$ cat src/pin_select_map.svh
`ifndef PIN_SELECT_MAP_SVH
`define PIN_SELECT_MAP_SVH

// ==========================================================================
// Register offsets
// ==========================================================================
`define SERIAL_IN_PIN_CONTROL_ADDR      8'h36
`define SPI_OUT_PIN_CONTROL_ADDR        8'h37
`define SPI_CLOCK_PIN_CONTROL_ADDR      8'h38
`define GENERAL_INPUTS_PIN_CONTROL_ADDR 8'h39

// ==========================================================================
// Reset values
// ==========================================================================
`define SERIAL_IN_PIN_CONTROL_RESET      8'h02
`define SPI_OUT_PIN_CONTROL_RESET        8'h02
`define SPI_CLOCK_PIN_CONTROL_RESET      8'h02
`define GENERAL_INPUTS_PIN_CONTROL_RESET 8'h00

// ==========================================================================
// Field positions
// ==========================================================================
`define PIN_VALUE_BIT       0
`define TWO_BIT_SEL_LSB     1
`define TWO_BIT_SEL_MSB     2
`define OUT_SEL_LSB         1
`define OUT_SEL_MSB         4
`define FIRST_INPUT_SEL_LSB 5
`define FIRST_INPUT_SEL_MSB 6
`define FIRST_INPUT_VALUE   4
`define SECOND_INPUT_VALUE  0

// Bits of each register that software may store; pin-value bits are absent.
`define SERIAL_IN_WRITE_MASK      8'hFE
`define SPI_OUT_WRITE_MASK        8'hFF
`define SPI_CLOCK_WRITE_MASK      8'hFE
`define GENERAL_INPUTS_WRITE_MASK 8'hEE

`endif

$ cat src/pin_select_pkg.sv
package pin_select_pkg;

  // Decoded two-bit input-pin selection; declaration order matches the codes.
  typedef enum logic [1:0] {
    IN_OFF,
    IN_PRIMARY,
    IN_GENERAL,
    IN_ALT
  } in_sel_e;

  // Decoded output-pin selection; declaration order matches the codes.
  typedef enum logic [3:0] {
    OUT_OFF,
    OUT_SPI,
    OUT_GPO,
    OUT_CLK,
    OUT_IRQ_ONE,
    OUT_IRQ_TWO,
    OUT_ADC_WCLK,
    OUT_MOD_CLK,
    OUT_SEC_DATA,
    OUT_SEC_BCLK,
    OUT_SEC_WCLK
  } out_sel_e;

  // Internal signals that may be routed onto the SPI data-output pin.
  typedef struct packed {
    logic spi_read_data;
    logic clock_output_signal;
    logic first_interrupt_output;
    logic second_interrupt_output;
    logic adc_word_clock;
    logic digital_mic_modulator_clock;
    logic secondary_serial_data;
    logic secondary_bit_clock;
    logic secondary_word_clock;
  } out_sources_s;

endpackage

$ cat src/spi_out_route.sv
`timescale 1ns/1ps
`default_nettype none

// ==========================================================================
// Source selection for the SPI data-output pin
// ==========================================================================
module spi_out_route
  import pin_select_pkg::*;
(
  input  wire logic [3:0]   sel,           // Raw four-bit selection field.
  input  wire logic         port_is_spi,   // High when the control port is SPI.
  input  wire logic         gpo_value,     // General-purpose output level.
  input  wire out_sources_s sources,       // Candidate signals for the pin.
  output logic              drive,         // Level to put on the pin.
  output logic              enable         // High while the pin is driven.
);

  // Pure decode; the caller registers the result so the pin never glitches
  // straight from a register write.
  always_comb begin
    drive  = 1'b0;
    enable = 1'b1;
    case (out_sel_e'(sel))
      OUT_OFF: begin
        enable = 1'b0;
      end
      OUT_SPI: begin
        drive  = sources.spi_read_data;
        enable = port_is_spi;
      end
      OUT_GPO:      drive = gpo_value;
      OUT_CLK:      drive = sources.clock_output_signal;
      OUT_IRQ_ONE:  drive = sources.first_interrupt_output;
      OUT_IRQ_TWO:  drive = sources.second_interrupt_output;
      OUT_ADC_WCLK: drive = sources.adc_word_clock;
      OUT_MOD_CLK:  drive = sources.digital_mic_modulator_clock;
      OUT_SEC_DATA: drive = sources.secondary_serial_data;
      OUT_SEC_BCLK: drive = sources.secondary_bit_clock;
      OUT_SEC_WCLK: drive = sources.secondary_word_clock;
      default: begin
        // Codes above the documented set leave the buffer powered down.
        enable = 1'b0;
      end
    endcase
  end

endmodule

`default_nettype wire

$ cat src/serial_pin_function_select.sv
`timescale 1ns/1ps
`default_nettype none
`include "pin_select_map.svh"

module serial_pin_function_select
  import pin_select_pkg::*;
(
  input  wire logic         clk,                     // 40 MHz register clock.
  input  wire logic         arst_n,                  // Asynchronous reset.
  // Register access port.
  input  wire logic [7:0]   reg_addr,                // Register number.
  input  wire logic         reg_wr,                  // Write strobe.
  input  wire logic [7:0]   reg_wdata,               // Write data.
  input  wire logic         reg_rd,                  // Read strobe.
  output logic [7:0]        reg_rdata,               // Read data, next cycle.
  // Pin levels, already synchronous to clk.
  input  wire logic         serial_data_in_pin,      // Serial-data input pin.
  input  wire logic         spi_clock_pin,           // SPI clock pin.
  input  wire logic         first_general_input,     // First input pin.
  input  wire logic         second_general_input,    // Second input pin.
  // Sources for the SPI data-output pin.
  input  wire logic         control_port_is_spi,     // Low when control is I2C.
  input  wire out_sources_s out_sources,             // Routable signals.
  // SPI data-output pin.
  output logic              spi_out_pin_o,           // Pin level.
  output logic              spi_out_pin_oe,          // High while driven.
  // Routed input functions.
  output logic              serial_in_buffer_on,     // Input buffer powered.
  output logic              serial_in_route,         // To audio, mic, clocks.
  output logic              spi_clock_route,         // To the control port.
  output logic              spi_clock_alt_route,     // To secondary inputs.
  output logic              first_input_alt_route,   // To secondary inputs.
  output logic              second_input_alt_route,  // To secondary clocks.
  output logic              headphone_speaker_select,// Speaker select level.
  output logic [3:0]        general_purpose_input    // Pins in input mode.
);

  // ========================================================================
  // Helper functions
  // ========================================================================

  // Turns a raw two-bit field into its selection.
  function automatic in_sel_e to_in_sel(input logic [1:0] field);
    return in_sel_e'(field);
  endfunction

  // An input buffer is powered for every selection except off.
  // Reserved codes also leave it powered down, where that applies.
  function automatic logic buffer_on(input in_sel_e sel, input logic alt_ok);
    logic on;
    on = 1'b0;
    case (sel)
      IN_OFF:     on = 1'b0;
      IN_PRIMARY: on = 1'b1;
      IN_GENERAL: on = 1'b1;
      IN_ALT:     on = alt_ok;
      default:    on = 1'b0;
    endcase
    return on;
  endfunction

  // ========================================================================
  // Control registers
  // ========================================================================

  logic [7:0] serial_in_ctrl;       // Stored bits of the serial-in register.
  logic [7:0] spi_out_ctrl;         // Stored bits of the SPI-out register.
  logic [7:0] spi_clock_ctrl;       // Stored bits of the SPI-clock register.
  logic [7:0] general_inputs_ctrl;  // Stored bits of the input register.

  // Write decode. Pin-value bits are masked off so a write can never make
  // them stick; reserved read/write bits are kept as written.
  always_ff @(posedge clk or negedge arst_n) begin
    if (!arst_n) begin
      serial_in_ctrl      <= `SERIAL_IN_PIN_CONTROL_RESET;
      spi_out_ctrl        <= `SPI_OUT_PIN_CONTROL_RESET;
      spi_clock_ctrl      <= `SPI_CLOCK_PIN_CONTROL_RESET;
      general_inputs_ctrl <= `GENERAL_INPUTS_PIN_CONTROL_RESET;
    end else if (reg_wr) begin
      case (reg_addr)
        `SERIAL_IN_PIN_CONTROL_ADDR: begin
          serial_in_ctrl <= reg_wdata & `SERIAL_IN_WRITE_MASK;
        end
        `SPI_OUT_PIN_CONTROL_ADDR: begin
          spi_out_ctrl <= reg_wdata & `SPI_OUT_WRITE_MASK;
        end
        `SPI_CLOCK_PIN_CONTROL_ADDR: begin
          spi_clock_ctrl <= reg_wdata & `SPI_CLOCK_WRITE_MASK;
        end
        `GENERAL_INPUTS_PIN_CONTROL_ADDR: begin
          // Reserved bits 7 and 3 are stored as written; the host is
          // expected to keep them zero.
          general_inputs_ctrl <= reg_wdata & `GENERAL_INPUTS_WRITE_MASK;
        end
        default: begin
          // Other registers live elsewhere; writes here are ignored.
        end
      endcase
    end
  end

  // ========================================================================
  // Field decode
  // ========================================================================

  in_sel_e serial_in_sel;       // Serial-in pin selection.
  in_sel_e spi_clock_sel;       // SPI-clock pin selection.
  in_sel_e first_input_sel;     // First input selection.
  in_sel_e second_input_sel;    // Second input selection.
  logic [3:0] buffer_power;     // Per-pin input-buffer power.

  assign serial_in_sel    = to_in_sel(
    serial_in_ctrl[`TWO_BIT_SEL_MSB:`TWO_BIT_SEL_LSB]);
  assign spi_clock_sel    = to_in_sel(
    spi_clock_ctrl[`TWO_BIT_SEL_MSB:`TWO_BIT_SEL_LSB]);
  assign first_input_sel  = to_in_sel(
    general_inputs_ctrl[`FIRST_INPUT_SEL_MSB:`FIRST_INPUT_SEL_LSB]);
  assign second_input_sel = to_in_sel(
    general_inputs_ctrl[`TWO_BIT_SEL_MSB:`TWO_BIT_SEL_LSB]);

  // Code 11 is reserved for the serial-in pin and the first input, so the
  // buffer stays off there; for the other two pins it is a real function.
  assign buffer_power[0] = buffer_on(serial_in_sel, 1'b0);
  assign buffer_power[1] = buffer_on(spi_clock_sel, 1'b1);
  assign buffer_power[2] = buffer_on(first_input_sel, 1'b0);
  assign buffer_power[3] = buffer_on(second_input_sel, 1'b1);

  // ========================================================================
  // Input buffers
  // ========================================================================

  logic [3:0] pin_level;        // Buffer outputs; zero while powered down.

  // A powered-down buffer reads as zero; this also keeps a floating pin
  // from toggling anything downstream.
  always_ff @(posedge clk or negedge arst_n) begin
    if (!arst_n) begin
      pin_level <= 4'h0;
    end else begin
      pin_level <= buffer_power & {second_general_input, first_general_input,
                                   spi_clock_pin, serial_data_in_pin};
    end
  end

  // ========================================================================
  // Routed input functions
  // ========================================================================

  // Each route is registered from the raw pin so that outputs come from
  // flip-flops; they lag the pin by one clock.
  always_ff @(posedge clk or negedge arst_n) begin
    if (!arst_n) begin
      serial_in_route          <= 1'b0;
      serial_in_buffer_on      <= 1'b0;
      spi_clock_route          <= 1'b0;
      spi_clock_alt_route      <= 1'b0;
      first_input_alt_route    <= 1'b0;
      second_input_alt_route   <= 1'b0;
      headphone_speaker_select <= 1'b0;
    end else begin
      serial_in_buffer_on <= buffer_power[0];
      serial_in_route     <= (serial_in_sel == IN_PRIMARY)
                             & serial_data_in_pin;
      spi_clock_route     <= (spi_clock_sel == IN_PRIMARY)
                             & spi_clock_pin;
      spi_clock_alt_route <= (spi_clock_sel == IN_ALT)
                             & spi_clock_pin;
      first_input_alt_route  <= (first_input_sel == IN_PRIMARY)
                                & first_general_input;
      second_input_alt_route <= (second_input_sel == IN_PRIMARY)
                                & second_general_input;
      headphone_speaker_select <= (second_input_sel == IN_ALT)
                                  & second_general_input;
    end
  end

  // Levels offered as general-purpose inputs, one bit per pin.
  always_ff @(posedge clk or negedge arst_n) begin
    if (!arst_n) begin
      general_purpose_input <= 4'h0;
    end else begin
      general_purpose_input <= {
        (second_input_sel == IN_GENERAL) & second_general_input,
        (first_input_sel == IN_GENERAL) & first_general_input,
        (spi_clock_sel == IN_GENERAL) & spi_clock_pin,
        (serial_in_sel == IN_GENERAL) & serial_data_in_pin};
    end
  end

  // ========================================================================
  // SPI data-output pin
  // ========================================================================

  logic next_spi_out;           // Selected level.
  logic next_spi_out_oe;        // Selected enable.

  spi_out_route u_spi_out_route (
    .sel         (spi_out_ctrl[`OUT_SEL_MSB:`OUT_SEL_LSB]),
    .port_is_spi (control_port_is_spi),
    .gpo_value   (spi_out_ctrl[`PIN_VALUE_BIT]),
    .sources     (out_sources),
    .drive       (next_spi_out),
    .enable      (next_spi_out_oe)
  );

  // Registered so the pin changes only on a clock edge; the price is one
  // cycle of delay on routed clocks, which matters little at audio rates.
  always_ff @(posedge clk or negedge arst_n) begin
    if (!arst_n) begin
      spi_out_pin_o  <= 1'b0;
      spi_out_pin_oe <= 1'b0;
    end else begin
      spi_out_pin_o  <= next_spi_out & next_spi_out_oe;
      spi_out_pin_oe <= next_spi_out_oe;
    end
  end

  // ========================================================================
  // Read-back
  // ========================================================================

  // Read data is presented on the cycle after the strobe; unmapped
  // addresses return zero. Pin-value bits come from the live buffers.
  always_ff @(posedge clk or negedge arst_n) begin
    if (!arst_n) begin
      reg_rdata <= 8'h00;
    end else if (reg_rd) begin
      case (reg_addr)
        `SERIAL_IN_PIN_CONTROL_ADDR: begin
          reg_rdata <= serial_in_ctrl | {7'h00, pin_level[0]};
        end
        `SPI_OUT_PIN_CONTROL_ADDR: begin
          reg_rdata <= spi_out_ctrl;
        end
        `SPI_CLOCK_PIN_CONTROL_ADDR: begin
          reg_rdata <= spi_clock_ctrl | {7'h00, pin_level[1]};
        end
        `GENERAL_INPUTS_PIN_CONTROL_ADDR: begin
          reg_rdata <= general_inputs_ctrl
                       | {3'h0, pin_level[2], 3'h0, pin_level[3]};
        end
        default: begin
          reg_rdata <= 8'h00;
        end
      endcase
    end
  end
endmodule

`default_nettype wire

$ cat config.mk
export PLATFORM = sky130hd
export DESIGN_NAME = serial_pin_function_select
export DESIGN_NICKNAME = d
export VERILOG_FILES = /design/src/pin_select_pkg.sv /design/src/spi_out_route.sv /design/src/serial_pin_function_select.sv
export VERILOG_INCLUDE_DIRS = /design/src /design/src/src
export SDC_FILE = /design/constraint.sdc
export NUM_CORES = 1
export LEC_CHECK = 0
export BUFFER_PORTS_ARGS = -buffer_cell sky130_fd_sc_hd__buf_2
export CAP_MARGIN = 20
export CORE_ASPECT_RATIO = 0.6
export CORE_UTILIZATION = 40
export DETAILED_ROUTE_END_ITERATION = 7
export SYNTH_ARGS = -nofsm -noshare
export SYNTH_HDL_FRONTEND = slang
export SYNTH_HIERARCHICAL = 1
export SYNTH_SLANG_ARGS = --single-unit
$ cat constraint.sdc
create_clock -name clk -period 1.6 [get_ports clk]
set_input_delay 0.32 -clock clk [delete_from_list [all_inputs] [get_ports clk]]
set_output_delay 0.32 -clock clk [all_outputs]
set_load 0.005 [all_outputs]
Word-level counts from Yosys, hierarchy flattened
Cells that the tools add are included.

word-level totals
  register bits after elaboration = 53
  input bits = 34
  output and inout port bits = 21
  word-level logic and storage cells = 79

operators by class
  equal/unequal tests = 26
  muxes and demuxes = 7
  bitwise logic cells = 15
  reduce and logical (&&, ||, !) cells = 15

operators with widths
  kind                                                             count
  8-bit by 6-bit == test with 1-bit output, second input constant  4
  8-bit one-hot mux with 4 select lines                            1
  2-bit == test, second input constant                             8
  4-bit by 3-bit == test with 1-bit output, second input constant  4
  8-bit by 1-bit bitwise OR with 8-bit output                      2
  4-bit == test, second input constant                             3
  1-bit bitwise AND                                                11
  1-bit one-hot mux with 10 select lines                           1
  1-bit one-hot mux with 2 select lines                            5
  9-bit OR reduction                                               1
  2-bit by 1-bit == test with 1-bit output, second input constant  4
  4-bit by 2-bit == test with 1-bit output, second input constant  2
  2-bit zero test                                                  4
  8-bit by 5-bit bitwise OR with 8-bit output                      1
  2-bit AND reduction                                              4
  2-bit OR reduction                                               4
  3-bit OR reduction                                               2
  4-bit bitwise AND                                                1
  4-bit by 1-bit == test with 1-bit output, second input constant  1

Depth between registers and ports, before layout
Gate-level depths: netlist of the first run.

  depth in word-level cells = 4
  mapped depth = 6
  mapped depth without buffers = 5

Hierarchy
Netlist of the first run, hierarchy kept.

by module, submodules not included
  module                      instances  cells an instance  area each (sq um)  sequential area each (sq um)
  serial_pin_function_select  1          165                2,274.7            1,330.0
  spi_out_route               1          19                 152.6              0.0

Worst setup path before layout of the first run
OpenSTA, ideal clock, no wires.

  path type = input-to-reg
  start point = in reg_addr[7]
  end point = reg spi_clock_ctrl[2]
  setup time = 125 ps
  arrival = 1,646 ps
  required time = 1,475 ps
  path slack = -171 ps
  cell stages on the path = 4
  path buffers = 1
  cell sequence = or3b_1 -> buf_4 -> nor4_4 -> mux2_2

on the way
  cells in the longest elaborated chain, start to end = 2

RTL lines
  element                                   RTL line                          source
  start, declared                           serial_pin_function_select.sv:11  input wire logic [7:0] reg_addr,
  8-bit by 6-bit == test with 1-bit output  serial_pin_function_select.sv:80  case (reg_addr)
  2-bit AND reduction (no line)             --
  end signal, assigned                      serial_pin_function_select.sv:77  spi_clock_ctrl <= `SPI_CLOCK_PIN_CONTROL_RESET;
  end signal, assigned                      serial_pin_function_select.sv:88  spi_clock_ctrl <= reg_wdata & `SPI_CLOCK_WRITE_MASK;
  end, declared                             serial_pin_function_select.sv:68  logic [7:0] spi_clock_ctrl;

No other way between the ends.
A chain may end at the register's enable or synchronous reset.

Worst setup path in the final report of the first run
  start point = reg spi_out_ctrl[1]
  end point = reg spi_out_pin_o

on the way
  elaborated cells on any way between the ends = 14
  classes of those cells = 10 x eq/ne; 2 x mux; 1 x bitwise; 1 x reduce/logical

RTL lines
  element                                      RTL line                           source
  start, declared                              serial_pin_function_select.sv:67   logic [7:0] spi_out_ctrl;
  start signal, assigned                       serial_pin_function_select.sv:76   spi_out_ctrl <= `SPI_OUT_PIN_CONTROL_RESET;
  start signal, assigned                       serial_pin_function_select.sv:85   spi_out_ctrl <= reg_wdata & `SPI_OUT_WRITE_MASK;
  4-bit == test, or another cell as far along  spi_out_route.sv:23                case (out_sel_e'(sel))
  1-bit one-hot mux with 10 select lines *     spi_out_route.sv:23
  named net next_spi_out                       serial_pin_function_select.sv:194  logic next_spi_out;
  1-bit bitwise AND *                          serial_pin_function_select.sv:213  spi_out_pin_o <= next_spi_out & next_spi_out_oe;
  end signal, assigned                         serial_pin_function_select.sv:213
  end, declared                                serial_pin_function_select.sv:25   output logic spi_out_pin_o,

The timed path passes the listed nets; every way through them passes the cells marked *.

==> impl_summary.log, run 1 <==
[metrics] Remaining Overflow, GRT: 0
[metrics] clock tree from TritonCTS: yes
[metrics] share of Yosys cell area claimed by the top area cell type: 51.5%
[metrics] Iteration-0 DRC Markers: 58
[metrics] setup repair after global routing missed its margin: true
[metrics] total number of clock tree sinks: 53
[metrics] Syn Nets: 222
[metrics] Final Net Count: 298
[metrics] headroom to the max-slew limit: 75.5%
[metrics] Ant. Diodes: 0
[metrics] CTS buffer count: 5
[metrics] status: finished with violations
[metrics] fill cell instance count of the final layout: 513
[metrics] post-synth top area cell: dfrtp_1
[metrics] depth of the CTS H-tree: 2
[metrics] gr usage total: 18.0%
[metrics] largest voltage drop on the vdd net: 0.342 mV
[metrics] # Max-Cap Violations: 0
[metrics] number of distinct standard cells referenced by the synthesized netlist: 40
[metrics] final core utilization: 53.9%
[metrics] placed cell area: 2970 µm²
[metrics] cell-by-cell trace of the critical path: and2b_2 -> nand3_1 -> a31oi_1 -> or4_1 -> and2_4
[metrics] Slew @ Worst Pin: 0.358 ns
[metrics] post-route antenna net violation count: 0
[metrics] post-route setup slack: -0.127 ns
[metrics] Max Fanout on Critical Path: 3
[metrics] dominant cells by area after synthesis: dfrtp_1 (52%), mux2_2 (13%), mux2i_1 (6.6%), dfstp_2 (3.2%), o22a_1 (2.9%)
[metrics] Fmax achieved: 579 MHz
[metrics] number of hold violations in the final report: 5
[metrics] Worst Setup Start Kind: register
[metrics] post-synthesis average cell area: 13.2 µm²
[metrics] Post-synth EDFFs: 0
[metrics] starting utilization of the core area: 42.6%
[metrics] total DRC errors in the routed layout: 0
[metrics] Cells after Synth: 184
[metrics] maximum number of pins on one net before global-route repair: 54
[metrics] wire length after detailed routing: 5090 µm
[metrics] startpoint of the worst register-to-register path: spi_out_ctrl[1]$_DFFE_PN1P_
[metrics] flip-flop cell with the highest count after synthesis: dfrtp_1
[metrics] kind of critical path: reg -> reg
[metrics] depth of the worst register-to-register path: 5
[metrics] top cell family by delay on the critical path: simple AND/OR/NAND/NOR gates
[metrics] fraction of the yosys area taken by sequential cells: 54.8%
[metrics] worst setup slack before clock tree synthesis: -0.259 ns
[metrics] setup clock skew after layout: 0.00966 ns
[metrics] maximum clock path buffer count: 2
[metrics] row count: 21
[metrics] port buffer count: 54
[metrics] first-pass GRT wire length: 8710 µm
[metrics] cell area after layout: 3070 µm²
[metrics] Crit-path slowest cell: dfstp_2
[metrics] Critical path origin: spi_out_ctrl[1]$_DFFE_PN1P_
[metrics] via count normalized by instance count: 4.91
[metrics] Synth top cells by count: dfrtp_1 (50), mux2_2 (27), mux2i_1 (16)
[metrics] capturing point of the worst reg2reg path: spi_out_pin_o$_DFF_PN0_
[metrics] Synth Register Bits: 53
[metrics] gpl congestion: 0.840
[metrics] Power Total: 2.43 mW
[metrics] detailed-route via count: 1,674
[metrics] biggest cell delay along the critical path: 0.55 ns
[metrics] critical path data arrival time: 1.92 ns
[metrics] failing checks: hold timing, setup timing
[metrics] Max Transition Viols Final: 0
[metrics] Netlist Area Pre-Place: 2430 µm²
[metrics] layout cells sized above 1: 48.3%
[metrics] buffer cell driving the clock tree root: clkbuf_8
[metrics] fin crit share: 108%
[metrics] Die Footprint: 6390 µm²
[metrics] number of buffer and inverter stages on the critical path: 0
[metrics] initial antenna violation count: 0
[metrics] Tightest Hold Check Type: in -> async
[metrics] Area growth, synth to finish: 26.5%
[metrics] data required time of the critical path: 1.80 ns
[metrics] smallest hold slack: -0.0102 ns
[metrics] CTS clock-pin slew for the worst setup and hold paths: 0.09 ns
[metrics] DR WL/cell: 14.9 µm
[metrics] static leakage: 1.57 nW
[metrics] I/O pin count: 55
[metrics] via count of the first global-routing pass: 1,723
[metrics] reg-to-reg setup timing slack: -0.13 ns
[metrics] Die Y: 62.3 µm
[metrics] most common cell in the netlist: dfrtp_1
[metrics] overall die width: 103 µm
[metrics] Setup-failing EPs final: 1
[metrics] Power per Cell Area: 792 nW/µm²
[metrics] min Tclk post-route: 1.73 ns
[metrics] DRT Pass-1 Iters: 4
[metrics] Worst Setup End Kind: register
[metrics] placeable core region: 5700 µm²
[metrics] post-detailed-placement half-perimeter wirelength: 3810 µm
[metrics] clock insertion delay at the later pin of the skew report: 0.30 ns
[metrics] Yosys warning count: 6
[metrics] fraction of registers with async set/reset: 100%
kinds of logic (layout without fill, tap and decap cells):
| kind of cell | after synthesis | after routing | synth area share, % |
|---|---|---|---|
| and+or+nand+nor | 37 | 37 | 11.4 |
| muxes | 45 | 45 | 20.2 |
| adders and majority gates | 4 | 4 | 2.06 |
| AOI/OAI and AO/OA | 25 | 25 | 7.89 |
| DFF | 53 | 53 | 54.8 |
| buffers and inverters | 20 | 97 | 3.66 |
how the worst max path moves through the flow:
stage                                          to  cells after the start  slack (ns)
3_3_place_gp   general_inputs_ctrl[3]$_DFFE_PN0P_                      5       -0.27
2_1_floorplan       spi_clock_ctrl[2]$_DFFE_PN0P_                      4       -0.12
3_5_place_dp   general_inputs_ctrl[3]$_DFFE_PN0P_                      5       -0.26
4_1_cts                   spi_out_pin_o$_DFF_PN0_                      5       -0.10
6_report                  spi_out_pin_o$_DFF_PN0_                      5       -0.13
5_1_grt                   spi_out_pin_o$_DFF_PN0_                      5       -0.14
sequential cells by signal (all words and copies together), names as in the netlist, 4 cells and up:
| signal | flops |
|---|---|
| serial_in_ctrl | 7 |
| general_inputs_ctrl | 6 |
| pin_level | 4 |
| spi_clock_ctrl | 7 |
| spi_out_ctrl | 8 |
| reg_rdata | 8 |
| general_purpose_input | 4 |
cell usage in the layout (no fill, tap or decap), types with 5 or more instances in the layout:
cell type / instances
buf_2: 54
buf_4: 21
mux2_2: 17
nand2_1: 5
o22ai_1: 8
mux2i_1: 16
o22a_1: 8
dfrtp_1: 50
inv_1: 13
mux2_4: 11
clkbuf_8: 5
routing by layer:
layer,track usage (%),up-vias,part of all wire (%)
met5,0,-,0
met4,3.21,0,0.37
met3,4.62,2,3.8
met2,25.1,28,43
met1,28.0,835,53
li1,-,809,-
timing repair:
action / 4_1_cts / 5_1_grt
setup buffers: 1 / 0
resized for setup: 1 / 3
endpoints found under the setup margin: 1 / 1
hold buffers: 0 / 0
pin swaps: 0 / 1
report_power, final:
part / internal (mW) / switching (mW) / total (mW)
clock: 0.309 / 0.423 / 0.732
sequential: 1.39 / 0.0344 / 1.43
combinational: 0.137 / 0.135 / 0.272
per-stage QoR:
| step | setup TNS, ns | cells |
|---|---|---|
| global placement | -6.24 | 332 |
| floorplan | -2.80 | 184 |
| CTS | -0.102 | 341 |
| global route | -0.138 | 341 |
| finish | -0.127 | 341 |
| detailed placement | -6.59 | 332 |
area by class of cell:
type | count | area, µm² | share of cell area (%)
timing repair buffer | 76 | 448 | 14.6
clock inverter | 2 | 15.0 | 0.489
tap | 80 | 100 | 3.26
clock buffer | 6 | 72.6 | 2.36
multi-input combinational | 111 | 1060 | 34.4
sequential | 53 | 1330 | 43.3
inverter | 13 | 48.8 | 1.59
(Power assumes the default switching activity.)
==> inputs of run 2 (changes only) <==
--- a/config.mk
+++ b/config.mk
@@ -6,6 +6,7 @@
 export SDC_FILE = /design/constraint.sdc
 export NUM_CORES = 1
 export LEC_CHECK = 0
+export ABC_AREA = 1
 export BUFFER_PORTS_ARGS = -buffer_cell sky130_fd_sc_hd__buf_2
 export CAP_MARGIN = 20
 export CORE_ASPECT_RATIO = 0.6
==> impl_summary.log, run 2 <==
[metrics] status: completed
[metrics] biggest cell delay along the critical path: 0.58 ns
[metrics] Yosys warning count: 6
[metrics] depth of the CTS H-tree: 2
[metrics] area taken by flip-flops and latches: 1330 µm²
[metrics] fill cell instance count of the final layout: 636
[metrics] commonest cells after routing, fill and taps aside: nand2_1 (83), buf_2 (54), dfrtp_1 (50)
[metrics] Crit-path slowest cell: dfstp_2
[metrics] clock share of power: 30.8%
[metrics] number of buffer and inverter stages on the critical path: 2
[metrics] combinational family with the most area after synthesis: simple AND/OR/NAND/NOR gates
[metrics] Tightest Hold Check Type: in -> reg
[metrics] met3 track demand over resource in global routing: 4.29%
[metrics] busiest layer in global routing: met1
[metrics] kind of critical path: reg -> reg
[metrics] Global Route met1 Usage: 30.5%
[metrics] compound-cell area share of the yosys netlist: 9.38%
[metrics] setup repair after global routing missed its margin: false
[metrics] Post-synth EDFFs: 0
[metrics] I/O pin count: 55
[metrics] Max Transition Viols Final: 0
[metrics] starting utilization of the core area: 41.7%
[metrics] register share of total power: 57.7%
[metrics] # Max-Cap Violations: 0
[metrics] mux share of post-synthesis cell area: 0%
[metrics] gr usage total: 19.4%
[metrics] buffer cell driving the clock tree root: clkbuf_8
[metrics] post-layout instance count excluding filler cells: 443
[metrics] Psw: 670 µW
[metrics] Cells after Synth: 297
[metrics] Iteration-0 DRC Markers: 105
[metrics] Die Footprint: 6770 µm²
[metrics] cell-by-cell trace of the critical path: inv_1 -> nand3_1 -> nand2_1 -> nand2_1 -> nand2_1 -> nor2_2 -> nand2_1 -> nand2_1 -> inv_1
[metrics] share of Yosys cell area claimed by the top area cell type: 48.6%
[metrics] total number of clock tree sinks: 53
[metrics] data required time of the critical path: 1.81 ns
[metrics] Worst Setup End Kind: register
[metrics] critical path data arrival time: 1.50 ns
[metrics] cell area after layout: 3050 µm²
[metrics] total DRC errors in the routed layout: 0
[metrics] min Tclk post-route: 1.29 ns
[metrics] DRT Pass-1 Iters: 4
[metrics] count of cells resized by post-cts repair: 0
[metrics] multi-input gate area in the final layout: 1040 µm²
[metrics] largest registers: reg_rdata (8), spi_out_ctrl (8)
[metrics] flip-flop cell with the highest count after synthesis: dfrtp_1
[metrics] headroom to the max-slew limit: 76.1%
[metrics] most common cell in the netlist: nand2_1
[metrics] Max Fanout on Critical Path: 6
[metrics] number of cells after detailed placement: 434
[metrics] post-synth top area cell: dfrtp_1
[metrics] most common library cell in the layout ignoring fill and taps: nand2_1
[metrics] Power per Cell Area: 842 nW/µm²
[metrics] top cell family by delay on the critical path: flip-flops
[metrics] gpl congestion: 0.766
[metrics] port buffer count: 54
[metrics] Ant. Diodes: 0
[metrics] smallest hold slack: 0.220 ns
[metrics] Slew @ Worst Pin: 0.355 ns
[metrics] overall die width: 106 µm
[metrics] combinational share of power: 11.5%
[metrics] DR WL/cell: 13.0 µm
[metrics] initial antenna violation count: 0
[metrics] Syn Nets: 335
[metrics] final core utilization: 49.4%
[metrics] fraction of the yosys area taken by sequential cells: 51.7%
[metrics] number of hold violations in the final report: 0
[metrics] Worst Setup Start Kind: register
[metrics] Synth Register Bits: 53
[metrics] met2 routing resource usage after global routing: 26.8%
[metrics] setup TNS after final layout: 0 ns
[metrics] post-route antenna net violation count: 0
[metrics] CTS buffer count: 5
[metrics] Fmax achieved: 776 MHz
[metrics] placed cell area: 2940 µm²
[metrics] row count: 22
[metrics] dominant cells by area after synthesis: dfrtp_1 (49%), nand2_1 (12%), nand3_1 (8.2%), inv_1 (4.7%), o21a_1 (3.8%)
[metrics] switching power share of the total: 26.1%
[metrics] via count normalized by instance count: 4.69
[metrics] fraction of registers with async set/reset: 100%
[metrics] Area growth, synth to finish: 18.3%
[metrics] Die Y: 64.1 µm
[metrics] design internal power: 1.89 mW
[metrics] via count of the first global-routing pass: 1,986
[metrics] layout cells sized above 1: 25.9%
[metrics] clock insertion delay at the later pin of the skew report: 0.30 ns
[metrics] maximum number of pins on one net before global-route repair: 54
[metrics] number of distinct standard cells referenced by the synthesized netlist: 23
[metrics] Synth top cells by count: nand2_1 (83), dfrtp_1 (50), nand3_1 (42)
[metrics] Top cell by count, worst path: nand2_1
[metrics] Remaining Overflow, GRT: 0
[metrics] area share of fa/ha/maj cells after synthesis: 1.94%
[metrics] setup clock skew after layout: 0.00348 ns
[metrics] Final Net Count: 396
[metrics] largest voltage drop on the vdd net: 0.386 mV
[metrics] share of synthesized cell area in and, or, nand and nor gates: 29.3%
[metrics] wire length after detailed routing: 5780 µm
[metrics] post-detailed-placement half-perimeter wirelength: 4320 µm
[metrics] detailed-route via count: 2,076
[metrics] Setup-failing EPs final: 0
[metrics] area share of xor/xnor cells in the synthesized design: 0%
[metrics] maximum clock path buffer count: 2
[metrics] CTS clock-pin slew for the worst setup and hold paths: 0.09 ns
[metrics] placeable core region: 6170 µm²
[metrics] Netlist Area Pre-Place: 2570 µm²
[metrics] first-pass GRT wire length: 9930 µm
[metrics] fin crit share: 80.6%
[metrics] post-synthesis average cell area: 8.67 µm²
[metrics] clock tree from TritonCTS: yes
[metrics] static leakage: 1.73 nW
[run 2: changes by cell type after synthesis, sizes merged, moves of 11 or more]
cell   change
inv       +22
mux2      -29
mux2i     -16
nand2     +85
nand3     +39
nor2      +18
o21a      +11
o21ai     +24
[run 2: routing by layer]
metal	vias up	wire (µm)
met3	5	415
met5	-	0
met1	940	3070
met4	0	51
met2	64	2240
li1	1067	-
[run 2: tightest hold or removal path, stage by stage]
cell and delay [ns]:
buf_2 0.10, nand2_1 0.05, inv_1 0.04
[run 2: final cells by class]
class	count	share of cell area (%)
timing repair buffer	61	11.1
tap	84	3.45
inverter	35	4.31
multi-input combinational	202	34.3
clock buffer	6	2.71
sequential	53	43.7
clock inverter	2	0.452
[run 2: through the flow]
| step | total power [mW] | worst slack, ns |
|---|---|---|
| after floorplan | 1.65 | 0.380 |
| after global placement | 1.80 | 0.127 |
| after detailed placement | 1.80 | 0.0900 |
| after CTS | 2.60 | 0.310 |
| after global routing | 2.72 | 0.154 |
| final | 2.56 | 0.311 |
[run 2: logic make-up (layout without fill, tap and decap cells)]
kind of cell / Yosys count / in the layout
adders and majority gates: 4 / 4
DFF: 53 / 53
buffers and inverters: 42 / 104
AOI/OAI and AO/OA: 41 / 41
and+or+nand+nor: 157 / 157
[run 2: power by group through the flow]
| stage | Combinational [mW] | Clock, mW | Sequential, mW |
|---|---|---|---|
| detailed placement | 0.296 | 0 | 1.51 |
| global placement | 0.293 | 0 | 1.51 |
| CTS | 0.300 | 0.825 | 1.48 |
| floorplan | 0.153 | 0 | 1.49 |
| global route | 0.342 | 0.882 | 1.49 |
| finish | 0.294 | 0.790 | 1.48 |
[run 2: final timing paths]
kind	slack (ns)	startpoint	endpoint	cells after the start
max in group asynchronous	0.78	arst_n	spi_out_ctrl[1]$_DFFE_PN1P_	3
max reg2reg	0.31	spi_out_ctrl[1]$_DFFE_PN1P_	spi_out_pin_o$_DFF_PN0_	9
min	0.22	serial_data_in_pin	general_purpose_input[0]$_DFF_PN0_	3
min reg2reg	0.48	general_inputs_ctrl[1]$_DFFE_PN0P_	general_purpose_input[3]$_DFF_PN0_	1
min in group asynchronous	0.51	arst_n	headphone_speaker_select$_DFF_PN0_	3
max	0.31	spi_out_ctrl[1]$_DFFE_PN1P_	spi_out_pin_o$_DFF_PN0_	9
[run 2: timing repair]
action / in CTS / in global routing
hold buffers: 1 / 0
setup buffers: 0 / 0
hold endpoints to repair: 13 / 0
setup endpoints to repair: 0 / 0
==> inputs of run 3 (changes only) <==
==> constraint.sdc (replaced) <==
create_clock -name clk -period 1.1 [get_ports clk]
set_input_delay 0.22 -clock clk [delete_from_list [all_inputs] [get_ports clk]]
set_output_delay 0.22 -clock clk [all_outputs]
set_load 0.005 [all_outputs]
==> impl_summary.log, run 3 (synthesis gave the netlist of run 2 again) <==
[metrics] placeable core region: 6170 µm²
[metrics] first-pass GRT wire length: 10,000 µm
[metrics] clock insertion delay at the later pin of the skew report: 0.30 ns
[metrics] commonest cells after routing, fill and taps aside: nand2_1 (76), buf_2 (54), dfrtp_1 (47)
[metrics] fin crit share: 112%
[metrics] data required time of the critical path: 1.30 ns
[metrics] post-route antenna net violation count: 0
[metrics] gr usage total: 19.5%
[metrics] initial antenna violation count: 0
[metrics] post-route setup slack: -0.135 ns
[metrics] detailed-route via count: 2,170
[metrics] Power per Cell Area: 1140 nW/µm²
[metrics] smallest hold slack: 0.118 ns
[metrics] status: finished with violations
[metrics] most common library cell in the layout ignoring fill and taps: nand2_1
[metrics] min Tclk post-route: 1.24 ns
[metrics] setup repair after global routing missed its margin: true
[metrics] wire length after detailed routing: 6040 µm
[metrics] via count normalized by instance count: 4.70
[metrics] largest registers: reg_rdata (8), spi_out_ctrl (8)
[metrics] failing checks: setup timing
[metrics] kind of critical path: reg -> reg
[metrics] Max Fanout on Critical Path: 5
[metrics] total number of clock tree sinks: 53
[metrics] Final Net Count: 415
[metrics] DRT Pass-1 Iters: 4
[metrics] buffer cell driving the clock tree root: clkbuf_8
[metrics] CTS buffer count: 5
[metrics] row count: 22
[metrics] gpl congestion: 0.855
[metrics] port buffer count: 54
[metrics] Die Footprint: 6770 µm²
[metrics] I/O pin count: 55
[metrics] via count of the first global-routing pass: 1,957
[metrics] maximum clock path buffer count: 2
[metrics] DR WL/cell: 13.1 µm
[metrics] Die Y: 64.1 µm
[metrics] overall die width: 106 µm
[metrics] setup clock skew after layout: 0.0105 ns
[metrics] Worst Setup Start Kind: register
[metrics] starting utilization of the core area: 41.7%
[metrics] Iteration-0 DRC Markers: 190
[metrics] Area growth, synth to finish: 26.6%
[metrics] layout cells sized above 1: 34.1%
[metrics] Worst Setup End Kind: register
[metrics] Max Transition Viols Final: 0
[metrics] final core utilization: 52.8%
[metrics] maximum number of pins on one net before global-route repair: 54
[metrics] total DRC errors in the routed layout: 0
[metrics] WHS Path Cells: 3
[metrics] setup TNS after final layout: -0.135 ns
[metrics] CTS clock-pin slew for the worst setup and hold paths: 0.09 ns
[metrics] post-detailed-placement half-perimeter wirelength: 4530 µm
[metrics] largest voltage drop on the vdd net: 0.523 mV
[metrics] Ant. Diodes: 0
[metrics] headroom to the max-slew limit: 81.8%
[metrics] Fmax achieved: 810 MHz
[metrics] Slew @ Worst Pin: 0.272 ns
[metrics] critical path data arrival time: 1.43 ns
[metrics] Setup-failing EPs final: 1
[metrics] fill cell instance count of the final layout: 605
[metrics] number of hold violations in the final report: 0
[metrics] static leakage: 1.82 nW
[metrics] Remaining Overflow, GRT: 0
[metrics] # Max-Cap Violations: 0
[metrics] clock tree from TritonCTS: yes
[metrics] Tightest Hold Check Type: in -> reg
[metrics] depth of the worst register-to-register path: 8
[metrics] depth of the CTS H-tree: 2
[metrics] worst setup slack before clock tree synthesis: -0.296 ns
## run 3: cell count changes in the layout (fill, tap and decap cells not counted), sizes merged
cell,previous run,this run
buf,60,78
clkinv,2,0
clkinvlp,0,1
clkbuf,6,7
nor2,21,22
## run 3: area by class of cell
type / instances / area, µm² / area share [%]
Sequential cell: 53 / 1330 / 40.9
Multi-Input combinational cell: 203 / 1090 / 33.6
Timing Repair Buffer: 79 / 502 / 15.4
Inverter: 35 / 139 / 4.26
Tap cell: 84 / 105 / 3.23
Clock buffer: 7 / 76.3 / 2.34
Clock inverter: 1 / 7.51 / 0.230
## run 3: metrics by stage
step                power [mW]  area [µm²]  cells
finish                    3.71        3260    462
global route              3.95        3260    462
CTS                       3.73        3170    455
detailed placement        2.67        3060    445
global placement          2.66        3060    445
floorplan                 2.40        2600    297
## run 3: timing repair
item / in CTS / in global routing
hold buffers: 1 / 0
cloned: 0 / 1
buffers inserted: 1 / 6
hold endpoints to repair: 50 / 0
endpoints found under the setup margin: 2 / 16
pin swaps: 0 / 13
resized for setup: 4 / 12
## run 3: final timing paths
| kind | start | endpoint | slack [ns] |
|---|---|---|---|
| min | reg_wdata[0] | spi_out_ctrl[0]$_DFFE_PN0P_ | 0.12 |
| max reg2reg | spi_out_ctrl[1]$_DFFE_PN1P_ | spi_out_pin_o$_DFF_PN0_ | -0.14 |
| max in group asynchronous | arst_n | serial_in_ctrl[1]$_DFFE_PN1P_ | 0.38 |
| min in group asynchronous | arst_n | general_purpose_input[3]$_DFF_PN0_ | 0.43 |
| min reg2reg | general_inputs_ctrl[1]$_DFFE_PN0P_ | general_purpose_input[3]$_DFF_PN0_ | 0.46 |
| max | spi_out_ctrl[1]$_DFFE_PN1P_ | spi_out_pin_o$_DFF_PN0_ | -0.14 |
## run 3: per-layer routing
| layer | wire [µm] | GRT usage, % |
|---|---|---|
| met1 | 3160 | 31.7 |
| met4 | 21 | 3.13 |
| met2 | 2430 | 26.6 |
| met5 | 0 | 0 |
| met3 | 432 | 3.78 |
## run 3: report_power, final
group / internal, mW / switching, mW / leakage (nW) / total, mW
registers: 2.07 / 0.0871 / 0.684 / 2.16
clock network: 0.451 / 0.597 / 0.0385 / 1.05
logic: 0.218 / 0.282 / 1.10 / 0.500
## run 3: worst max-delay path: stages (launching register included)
cell,delay [ns]
dfstp_2,0.57
inv_4,0.06
buf_4,0.13
nand2_1,0.08
a21oi_2,0.04
nor2_2,0.10
nand2_1,0.06
nand2_1,0.06
inv_1,0.03
